$ cat src/bos_pkg.sv
// Purpose: Constants, types and shared functions of the board option strap logic
// Assumes: 50 MHz pclk; every strap input reads 1 when its jumper is fitted
// Notes: Register offsets are APB byte addresses
package bos_pkg;

	localparam int unsigned BOS_CLK_HZ      = 50_000_000;
	localparam int unsigned BOS_TICK50_HZ   = 50;
	localparam int unsigned BOS_TICK60_HZ   = 60;
	localparam int unsigned BOS_TICK50_CYC  = BOS_CLK_HZ / BOS_TICK50_HZ;
	localparam int unsigned BOS_TICK60_CYC  = BOS_CLK_HZ / BOS_TICK60_HZ;
	localparam int unsigned BOS_TICK_CNT_W  = 20;
	localparam logic [1:0]  BOS_SETTLE_CYC  = 2'h3;

	localparam logic [7:0]  BOS_MAINT_OFS     = 8'h00;
	localparam logic [7:0]  BOS_CPUERR_OFS    = 8'h04;
	localparam logic [7:0]  BOS_RATE_CTRL_OFS = 8'h08;
	localparam logic [7:0]  BOS_RATE_STAT_OFS = 8'h0C;
	localparam logic [7:0]  BOS_TICK_CTRL_OFS = 8'h10;
	localparam logic [7:0]  BOS_IRQ_STAT_OFS  = 8'h14;
	localparam logic [7:0]  BOS_IRQ_MASK_OFS  = 8'h18;
	localparam logic [7:0]  BOS_BOOT_OFS      = 8'h1C;

	localparam int unsigned BOS_MAINT_HALT_BIT  = 3;
	localparam int unsigned BOS_MAINT_PWRUP_BIT = 2;
	localparam int unsigned BOS_CPUERR_HALT_BIT = 7;
	localparam int unsigned BOS_RATE_OVR_BIT    = 3;
	localparam int unsigned BOS_TICK_EN_BIT     = 0;
	localparam int unsigned BOS_IRQ_TICK_BIT    = 0;
	localparam int unsigned BOS_IRQ_HALT_BIT    = 1;
	localparam int unsigned BOS_IRQ_W           = 2;

	localparam int unsigned BOS_STRAP_W     = 7;
	localparam int unsigned BOS_S_HALT      = 0;
	localparam int unsigned BOS_S_PWRUP     = 1;
	localparam int unsigned BOS_S_ROM16     = 2;
	localparam int unsigned BOS_S_RATE_LO   = 3;
	localparam int unsigned BOS_S_RATE_HI   = 5;
	localparam int unsigned BOS_S_TICK60    = 6;

	localparam logic [15:0] BOS_HALT_VECTOR = 16'h0004;
	localparam logic [15:0] BOS_FW_PC       = 16'hF600;
	localparam logic [15:0] BOS_FW_PSW      = 16'h00E0;
	localparam logic [15:0] BOS_MON_PSW     = 16'h0000;
	localparam logic [15:0] BOS_BAUD_RST    = 16'h012C;
	localparam logic [2:0]  BOS_TICK_LEVEL  = 3'h6;
	localparam logic [4:0]  BOS_ROM_BITS_15 = 5'h0F;
	localparam logic [4:0]  BOS_ROM_BITS_16 = 5'h10;
	localparam logic [31:0] BOS_RESET_WORD  = 32'h0000_0000;

	typedef struct packed {
		logic [1:0]                settle;
		logic                      captured;
		logic                      boot_valid;
		logic                      boot_monitor;
		logic [15:0]               boot_pc;
		logic [15:0]               boot_psw;
		logic [2:0]                strap_rate;
		logic                      rate_ovr;
		logic [2:0]                sw_rate;
		logic [2:0]                baud_code;
		logic [15:0]               baud;
		logic                      rom16;
		logic [4:0]                rom_bits;
		logic                      err_halt;
		logic                      enter_mon;
		logic                      trap_req;
		logic [BOS_TICK_CNT_W-1:0] tick_cnt;
		logic                      tick;
		logic                      tick_en;
		logic                      tick_irq;
		logic [BOS_IRQ_W-1:0]      irq_stat;
		logic [BOS_IRQ_W-1:0]      irq_mask;
		logic                      irq;
		logic                      pready;
		logic                      pslverr;
		logic [31:0]               prdata;
	} bos_state_t;

	// Baud rate in bits per second for a 3-bit rate code
	function automatic logic [15:0] bos_baud(input logic [2:0] code);
		logic [15:0] r;
		case (code)
			3'h0: r = 16'h012C;
			3'h1: r = 16'h0258;
			3'h2: r = 16'h04B0;
			3'h3: r = 16'h0960;
			3'h4: r = 16'h12C0;
			3'h5: r = 16'h2580;
			3'h6: r = 16'h4B00;
			default: r = 16'h9600;
		endcase
		return r;
	endfunction

	function automatic logic bos_mapped(input logic [7:0] a);
		return (a == BOS_MAINT_OFS) || (a == BOS_CPUERR_OFS) || (a == BOS_RATE_CTRL_OFS) ||
		       (a == BOS_RATE_STAT_OFS) || (a == BOS_TICK_CTRL_OFS) || (a == BOS_IRQ_STAT_OFS) ||
		       (a == BOS_IRQ_MASK_OFS) || (a == BOS_BOOT_OFS);
	endfunction

endpackage

$ cat src/bos_strap_logic.sv
// Purpose: Strap decode, halt response, boot choice, console baud and tick interrupt
// Assumes: APB slave with zero wait states; processor signals are in the pclk domain
// Notes: Straps read 1 when fitted
//
// Our own choices: the placing of the registers and the APB slave port.
`timescale 1ns/10ps
module bos_strap_logic
	import bos_pkg::*;
#(
	parameter int unsigned TICK50_CYC = BOS_TICK50_CYC,
	parameter int unsigned TICK60_CYC = BOS_TICK60_CYC
) (
	input  wire logic                   pclk,
	input  wire logic                   presetn,
	input  wire logic                   psel,
	input  wire logic                   penable,
	input  wire logic                   pwrite,
	input  wire logic [7:0]             paddr,
	input  wire logic [31:0]            pwdata,
	output logic      [31:0]            prdata,
	output logic                        pready,
	output logic                        pslverr,
	input  wire logic                   strap_halt_fitted,
	input  wire logic                   strap_pwrup_fitted,
	input  wire logic                   strap_rom16_fitted,
	input  wire logic [2:0]             strap_rate_fitted,
	input  wire logic                   strap_tick60_fitted,
	input  wire logic                   halt_exec,
	input  wire logic                   kernel_mode,
	input  wire logic                   reinit,
	input  wire logic                   tick_ack,
	output logic                        enter_monitor,
	output logic                        halt_trap,
	output logic      [15:0]            trap_vector,
	output logic                        boot_valid,
	output logic                        boot_monitor,
	output logic      [15:0]            boot_pc,
	output logic      [15:0]            boot_psw,
	output logic                        rom_addr_16,
	output logic      [4:0]             rom_addr_bits,
	output logic      [2:0]             baud_code,
	output logic      [15:0]            baud_rate,
	output logic                        tick_irq_req,
	output logic      [2:0]             tick_irq_level,
	output logic                        irq
);

	localparam logic [BOS_TICK_CNT_W-1:0] LIM50 = BOS_TICK_CNT_W'(TICK50_CYC - 1);
	localparam logic [BOS_TICK_CNT_W-1:0] LIM60 = BOS_TICK_CNT_W'(TICK60_CYC - 1);

	bos_state_t            st_q;
	bos_state_t            st_d;
	logic [BOS_STRAP_W-1:0] strap_raw;
	logic [BOS_STRAP_W-1:0] strap_s;

	assign strap_raw = {strap_tick60_fitted, strap_rate_fitted, strap_rom16_fitted,
	                    strap_pwrup_fitted, strap_halt_fitted};

	bos_strap_sync #(
		.W       (BOS_STRAP_W)
	) u_sync (
		.pclk    (pclk),
		.presetn (presetn),
		.d       (strap_raw),
		.q       (strap_s)
	);

	logic                      halt_s;
	logic                      pwrup_s;
	logic [2:0]                rate_s;
	logic [BOS_TICK_CNT_W-1:0] tick_lim;
	logic                      wr_acc;
	logic                      rd_setup;
	logic                      kern_halt;

	assign halt_s    = strap_s[BOS_S_HALT];
	assign pwrup_s   = strap_s[BOS_S_PWRUP];
	assign rate_s    = strap_s[BOS_S_RATE_HI:BOS_S_RATE_LO];
	assign tick_lim  = strap_s[BOS_S_TICK60] ? LIM60 : LIM50;
	assign wr_acc    = psel && penable && pwrite && st_q.pready;
	assign rd_setup  = psel && !penable;
	assign kern_halt = halt_exec && kernel_mode;

	always_comb begin
		logic [BOS_IRQ_W-1:0] ev;
		logic                 ovr_next;
		st_d            = st_q;
		ev              = '0;
		ovr_next        = st_q.rate_ovr;
		st_d.boot_valid = 1'b0;
		st_d.enter_mon  = 1'b0;
		st_d.trap_req   = 1'b0;
		st_d.tick       = 1'b0;
		st_d.rom16      = strap_s[BOS_S_ROM16];
		st_d.rom_bits   = strap_s[BOS_S_ROM16] ? BOS_ROM_BITS_16 : BOS_ROM_BITS_15;

		// Boot choice and default rate taken once the synchroniser has settled
		if (!st_q.captured) begin
			st_d.settle = st_q.settle + 2'h1;
			if (st_q.settle == BOS_SETTLE_CYC) begin
				st_d.captured     = 1'b1;
				st_d.boot_valid   = 1'b1;
				st_d.boot_monitor = pwrup_s;
				st_d.boot_pc      = pwrup_s ? 16'h0000 : BOS_FW_PC;
				st_d.boot_psw     = pwrup_s ? BOS_MON_PSW : BOS_FW_PSW;
				st_d.strap_rate   = rate_s;
			end
		end else if (reinit) begin
			st_d.strap_rate = rate_s;
		end

		// Kernel halt response
		if (kern_halt && st_q.captured) begin
			if (halt_s) begin
				st_d.enter_mon = 1'b1;
			end else begin
				st_d.trap_req             = 1'b1;
				ev[BOS_IRQ_HALT_BIT]      = 1'b1;
			end
		end

		// Tick divider
		if (st_q.tick_cnt >= tick_lim) begin
			st_d.tick_cnt = '0;
			st_d.tick     = 1'b1;
		end else begin
			st_d.tick_cnt = st_q.tick_cnt + BOS_TICK_CNT_W'(1);
		end
		if (st_q.tick && st_q.tick_en) begin
			ev[BOS_IRQ_TICK_BIT] = 1'b1;
		end

		// APB setup phase: answer prepared for the access phase
		st_d.pready  = 1'b0;
		st_d.pslverr = 1'b0;
		if (rd_setup) begin
			st_d.pready  = 1'b1;
			st_d.pslverr = !bos_mapped(paddr);
			st_d.prdata  = BOS_RESET_WORD;
			if (!pwrite) begin
				if (paddr == BOS_MAINT_OFS) begin
					st_d.prdata[BOS_MAINT_HALT_BIT]  = halt_s;
					st_d.prdata[BOS_MAINT_PWRUP_BIT] = pwrup_s;
				end else if (paddr == BOS_CPUERR_OFS) begin
					st_d.prdata[BOS_CPUERR_HALT_BIT] = st_q.err_halt;
				end else if (paddr == BOS_RATE_CTRL_OFS) begin
					st_d.prdata[BOS_RATE_OVR_BIT] = st_q.rate_ovr;
					st_d.prdata[2:0]              = st_q.sw_rate;
				end else if (paddr == BOS_RATE_STAT_OFS) begin
					st_d.prdata[31:16] = st_q.baud;
					st_d.prdata[6:4]   = st_q.strap_rate;
					st_d.prdata[2:0]   = st_q.baud_code;
				end else if (paddr == BOS_TICK_CTRL_OFS) begin
					st_d.prdata[BOS_TICK_EN_BIT] = st_q.tick_en;
				end else if (paddr == BOS_IRQ_STAT_OFS) begin
					st_d.prdata[BOS_IRQ_W-1:0] = st_q.irq_stat;
				end else if (paddr == BOS_IRQ_MASK_OFS) begin
					st_d.prdata[BOS_IRQ_W-1:0] = st_q.irq_mask;
				end else if (paddr == BOS_BOOT_OFS) begin
					st_d.prdata[31:16] = st_q.boot_pc;
					st_d.prdata[15:8]  = st_q.boot_psw[7:0];
					st_d.prdata[1]     = st_q.boot_monitor;
					st_d.prdata[0]     = st_q.captured;
				end
			end
		end

		// APB access phase writes; hardware set wins over write-one-to-clear
		if (wr_acc) begin
			if (paddr == BOS_CPUERR_OFS) begin
				if (pwdata[BOS_CPUERR_HALT_BIT]) begin
					st_d.err_halt = 1'b0;
				end
			end else if (paddr == BOS_RATE_CTRL_OFS) begin
				ovr_next      = pwdata[BOS_RATE_OVR_BIT];
				st_d.rate_ovr = ovr_next;
				if (ovr_next) begin
					st_d.sw_rate = pwdata[2:0];
				end
			end else if (paddr == BOS_TICK_CTRL_OFS) begin
				st_d.tick_en = pwdata[BOS_TICK_EN_BIT];
			end else if (paddr == BOS_IRQ_STAT_OFS) begin
				st_d.irq_stat = st_q.irq_stat & ~pwdata[BOS_IRQ_W-1:0];
			end else if (paddr == BOS_IRQ_MASK_OFS) begin
				st_d.irq_mask = pwdata[BOS_IRQ_W-1:0];
			end
		end
		if (st_q.trap_req) begin
			st_d.err_halt = 1'b1;
		end
		st_d.irq_stat = st_d.irq_stat | ev;

		// Tick request to the processor, held until acknowledged
		if (st_q.tick && st_q.tick_en) begin
			st_d.tick_irq = 1'b1;
		end else if (tick_ack) begin
			st_d.tick_irq = 1'b0;
		end

		// Effective console rate
		st_d.baud_code = st_q.rate_ovr ? st_q.sw_rate : st_q.strap_rate;
		st_d.baud      = bos_baud(st_d.baud_code);
		st_d.irq       = |(st_d.irq_stat & st_d.irq_mask);
	end

	always_ff @(posedge pclk or negedge presetn) begin
		if (!presetn) begin
			st_q           <= '0;
			st_q.boot_psw  <= BOS_MON_PSW;
			st_q.baud      <= BOS_BAUD_RST;
			st_q.rom_bits  <= BOS_ROM_BITS_15;
		end else begin
			st_q <= st_d;
		end
	end

	assign prdata         = st_q.prdata;
	assign pready         = st_q.pready;
	assign pslverr        = st_q.pslverr;
	assign enter_monitor  = st_q.enter_mon;
	assign halt_trap      = st_q.trap_req;
	assign trap_vector    = BOS_HALT_VECTOR;
	assign boot_valid     = st_q.boot_valid;
	assign boot_monitor   = st_q.boot_monitor;
	assign boot_pc        = st_q.boot_pc;
	assign boot_psw       = st_q.boot_psw;
	assign rom_addr_16    = st_q.rom16;
	assign rom_addr_bits  = st_q.rom_bits;
	assign baud_code      = st_q.baud_code;
	assign baud_rate      = st_q.baud;
	assign tick_irq_req   = st_q.tick_irq;
	assign tick_irq_level = BOS_TICK_LEVEL;
	assign irq            = st_q.irq;
endmodule

$ cat src/bos_strap_sync.sv
// Purpose: Two-flop synchroniser for the board straps
// Assumes: Straps are static after power-up
// Notes: Only the second stage leaves this module
`timescale 1ns/10ps
module bos_strap_sync
	import bos_pkg::*;
#(
	parameter int unsigned W = BOS_STRAP_W
) (
	input  wire logic         pclk,
	input  wire logic         presetn,
	input  wire logic [W-1:0] d,
	output logic      [W-1:0] q
);

	typedef struct packed {
		logic [W-1:0] meta;
		logic [W-1:0] sync;
	} bos_sync_t;

	bos_sync_t s_q;
	bos_sync_t s_d;

	always_comb begin
		s_d      = s_q;
		s_d.meta = d;
		s_d.sync = s_q.meta;
	end

	always_ff @(posedge pclk or negedge presetn) begin
		if (!presetn) begin
			s_q <= '0;
		end else begin
			s_q <= s_d;
		end
	end

	assign q = s_q.sync;

endmodule

$ cat config.mk
export PLATFORM = sky130hd
export DESIGN_NAME = bos_strap_logic
export DESIGN_NICKNAME = d
export VERILOG_FILES = /design/src/bos_pkg.sv /design/src/bos_strap_logic.sv /design/src/bos_strap_sync.sv
export SDC_FILE = /design/constraint.sdc
export NUM_CORES = 1
export LEC_CHECK = 0
export BUFFER_PORTS_ARGS = -buffer_cell sky130_fd_sc_hd__buf_2
export CORE_MARGIN = 2
export CORE_UTILIZATION = 40
export CTS_CLUSTER_DIAMETER = 150
export CTS_CLUSTER_SIZE = 14
export DETAILED_ROUTE_END_ITERATION = 12
export HOLD_SLACK_MARGIN = 0.1
export PLACE_DENSITY = 0.71
export SYNTH_ARGS = -nofsm -noshare
export SYNTH_HDL_FRONTEND = slang
export SYNTH_SLANG_ARGS = --single-unit
$ cat constraint.sdc
create_clock -name pclk -period 2.3 [get_ports pclk]
set_input_delay 0.46 -clock pclk [delete_from_list [all_inputs] [get_ports pclk]]
set_output_delay 0.46 -clock pclk [all_outputs]
set_load 0.005 [all_outputs]
# ---- After elaboration in Yosys (flattened, before gate mapping)
# Index checks and enable logic that the tools add are counted.
dict set report word_totals {
  register_bits 148
  in_bits 56
  latch_bits 0
  mem_bits_ro 0
  mem_count 0
  word_cells 139
  mem_bits_rw 0
}
dict set report op_classes {
  multipliers 0
  n_mux 56
  bitwise_logic 7
  n_div 0
  eq_ne 15
  shift 0
  n_reduce_logical 30
  order_cmp 1
  n_addsub 2
}
# operator n
set ops {}
lappend ops {{$mux W24} 6}
lappend ops {{$pmux W16 S7} 1}
lappend ops {{$mux W38} 1}
lappend ops {{$mux W35} 1}
lappend ops {{$mux W34} 1}
lappend ops {{$eq A8 B5 Y1 const B} 4}
lappend ops {{$mux W16} 2}
lappend ops {{$mux W32} 1}
lappend ops {{$mux W28} 1}
lappend ops {{$add A20 B1 Y20 const B} 1}
lappend ops {{$ge A20 B20 Y1} 1}
lappend ops {{$mux W2} 10}
lappend ops {{$mux W20} 1}
lappend ops {{$mux W18} 1}
lappend ops {{$mux W3} 6}
lappend ops {{$eq A8 B4 Y1 const B} 2}
lappend ops {{$mux W1} 16}
lappend ops {{$mux W4} 4}
lappend ops {{$mux W8} 2}
lappend ops {{$reduce_bool A2 Y1} 5}
lappend ops {{$eq A3 B3 Y1 const B} 3}
lappend ops {{$eq A8 B3 Y1 const B} 1}
lappend ops {{$logic_not A8 Y1} 1}
lappend ops {{$reduce_and A4 Y1} 2}
lappend ops {{other kinds (18)} 37}

# ---- Longest topological paths before layout
dict set report logic_depth {
  word_depth 11
  mapped_depth 8
}

# ---- Cells and area by module
# A second synthesis with hierarchy kept.
dict set report unflattened {
  hier_cells 470
  area_unflattened_um2 5066.1
}
# mod cells_per_inst area_per_inst_um2 instances
set modules_own_cells {}
lappend modules_own_cells {bos_strap_logic 456 4715.8 1}
lappend modules_own_cells {bos_strap_sync 14 350.3 1}

# ---- Worst setup path after synthesis
# No wires, ideal clock.
dict set report synth_path {
  kind {input port to flip-flop}
  startpoint {input port paddr[4]}
  endpoint {register st_q (netlist bit irq)}
  n_path_buf 1
  setup_time_ns 0.121
  stages 6
  setup_slack_ns 0.347
  required_time_ns 2.179
  arrival_ns 1.832
  cell_sequence {buf_4 -> or4b_4 -> nor2_4 -> nand4b_4 -> mux2_4 -> a22o_1}
}
# element line_no
set synth_rtl {}
lappend synth_rtl {{from (decl)} bos_strap_logic.sv:18} ;# input wire logic [7:0] paddr,
lappend synth_rtl {{to (signal assigned)} bos_strap_logic.sv:213} ;# st_q <= st_d;
lappend synth_rtl {{to (decl)} bos_strap_logic.sv:51} ;# bos_state_t st_q;

==> metrics <==
synthesized area per cell 10.7 sq um; die area 13500 sq um; Ant. Diodes 0; minimum clock period 2.19 ns; final max-slew violation count 0; Post-synth EDFFs 0; Ys Warns 0; Most used DFF post-synth dfrtp_1; FF+latch count, synth 102; Async S/R FF share, synth 100%; die width 116 microns; Max clock buf depth 2; post-route ant nets 0; total CTS buffers 9; hold crit path type in -> reg; Clock Tree Root clkbuf_16; Worst EP arrival 2.46 ns; overall global routing resource usage 14.8%; largest net degree at the start of global routing 42; most frequent cells in the layout dfrtp_1, buf_2, conb_1, nor2_1, nand2_1; drt total wl 9860 microns; Port Buffers 93; Mapped Area 5050 sq um; Max Cap Violations 0; Peak VDD IR 0.000285 V; post-route clock period utilization 95.0%; worst-skew pair later-pin latency 0.35 ns; final instance area 5630 sq um; commonest non-fill, non-tap cell in the layout dfrtp_1; post-synthesis cell count 474; slew of the pin with the lowest slew margin 0.469 ns; f_max 457 MHz; reg2reg start u_sync.q[6]; Crit Path Max Fanout 4; Area Growth Syn to Fin 11.5%; crit path capture st_q[44]; TritonCTS clock tree done; register clock-pin slew on the reported worst setup and hold paths 0.07 ns; CP max stage cell dfrtp_1; Worst setup SP type flip-flop; I/O pins 172; Fill cells 1165; placed cell area 5200 sq um; post-synthesis sequential area ratio 50.7%; Avg WL per Cell 13.9 microns; layout cells sized above 1 30.2%; reg-to-reg slack, setup 0.11 ns; DR vias 3298; nets 600; cell depth of the worst flop-to-flop path 8; CP endpoint kind flip-flop; H-tree Lvls 3; Most Frequent Cell on Critical Path buf_4; worst endpoint required time 2.58 ns; first-pass GRT wire length 15400 microns; drt pass-1 iters 4; clk sinks 102; Via-to-Cell Ratio 4.66; critical path's largest stage delay 0.43 ns; synth unique cells 51; crit path cell chain buf_4, ha_1, a211oi_2, o21ai_2, nor4_4, a211oi_4, buf_4, nor2_1; Pleak 2.84 nW; # DRC 0; reg-to-reg endpoint st_q[44]; number of global-route vias before repair 3185; Max-slew headroom 67.8%; DPL Wire Length 7140 microns; Die Height 116 microns; Setup TNS Final 0 ns; Initial Util 40.5%; area of the core 12500 sq um; # setup viols final 0; Setup Skew 0.00850 ns; Worst Path Class, Setup reg -> reg; GRT overflow 0; Site Rows 41; final hold vios 0; initial antenna violation count 1; Worst Setup SP u_sync.q[6]; status finished clean; pwr/cell area 665 nW/um^2; DR iter-0 viols 190; routability cong. 0.878
## kinds of logic after synthesis
group	count (synthesis)	share of synthesized area (%)
buffers and inverters	135	18.2
AND/OR/NAND/NOR	120	11.5
flip-flops	102	50.7
AO/OA/AOI/OAI	65	8.99
XOR/XNOR	19	3.30
multiplexers	18	4.01
adder cells (fa/ha/maj)	13	3.22
other	2	0.149
## state kept, by name, summed over array words and instances (netlist names), 3 cells and up
signal / flops
baud_code: 3
baud_rate: 14
prdata: 23
st_q: 37
u_sync.q: 7
u_sync.s_d: 7
## metal layers
layer	vias up	track usage [%]	wire, microns
met2	108	24.7	4930
met1	1612	18.1	4080
li1	1557	-	-
met5	-	0	15
met4	2	5.63	210
met3	19	4.41	624
## timing repair
action	4_1_cts	5_1_grt
hold buffers	1	0
pin swaps	1	3
endpoints found under the hold margin	9	0
setup endpoints to repair	21	21
cloned	1	0
buffers inserted	0	6
gates resized for setup	3	7
## how the worst min path moves through the flow
stage	startpoint	to	slack, ns	depth (start not counted)
after floorplan	presetn	baud_code[0]	0.16	0
after global placement	presetn	prdata[29]	0.31	1
after detailed placement	presetn	prdata[26]	0.31	1
after CTS	strap_rom16_fitted	u_sync.s_d[2]	0.21	1
after global routing	strap_rom16_fitted	u_sync.s_d[2]	0.20	1
final	strap_halt_fitted	u_sync.s_d[0]	0.22	1
## stage by stage
step	instances	hold slack (ns)	setup WS, ns	power (W)	utilization (%)
floorplan	523	0.164	0.347	0.00218	-
global placement	684	0.310	-0.270	0.00221	41.7
detailed placement	684	0.312	-0.408	0.00221	41.7
CTS	702	0.208	0.0799	0.00378	44.6
global route	708	0.198	-0.0178	0.00393	45.2
finish	708	0.219	0.114	0.00375	45.2
## layout make-up
type	count	area, sq um	area share (%)
timing repair buffer	117	663	11.8
multi-input combinational	287	1830	32.4
inverter	14	52.6	0.933
sequential	102	2560	45.4
clock buffer	9	225	4.00
clock inverter	7	88.8	1.58
tap	172	215	3.82
## power by group
part	switching, W	leakage, nW	internal (W)
logic	0.000178	1.39	0.000105
clock network	0.000697	0.150	0.000866
registers	0.0000391	1.30	0.00186
total	0.000914	2.84	0.00283
## Yosys cell counts, drive strengths merged, types with 2 or more instances
cell    count  area [sq um]
nor2b       4          25.0
ha         13           163
nor4        3          18.8
xor2        8          70.1
and4        3          26.3
a21o        2          15.0
and2        2          12.5
a211oi      5          37.5
o31ai       2          15.0
nand4       7          43.8
o21ai      15          75.1
conb        2          7.51
a22o       14           123
dfstp       5           131
dfrtp      97          2430
nor3        7          35.0
nand2      30           113
a211o       2          17.5
mux2i       6          60.1
nor2       47           184
xnor2      11          96.3
buf       112           831
inv        14          52.6
nand3       9          45.0
o41ai       4          35.0
or2         2          12.5
mux2       12           143
a21oi      11          55.1
clkbuf      9          33.8
## critical path, delay by kind of cell (launching register included)
kind	cells	cell delay [ns]
buffers and inverters	2	0.35
AO/OA/AOI/OAI	3	0.53
flip-flops	1	0.43
adder cells (fa/ha/maj)	1	0.30
AND/OR/NAND/NOR	2	0.49
Power figures use the tool's default switching activity.
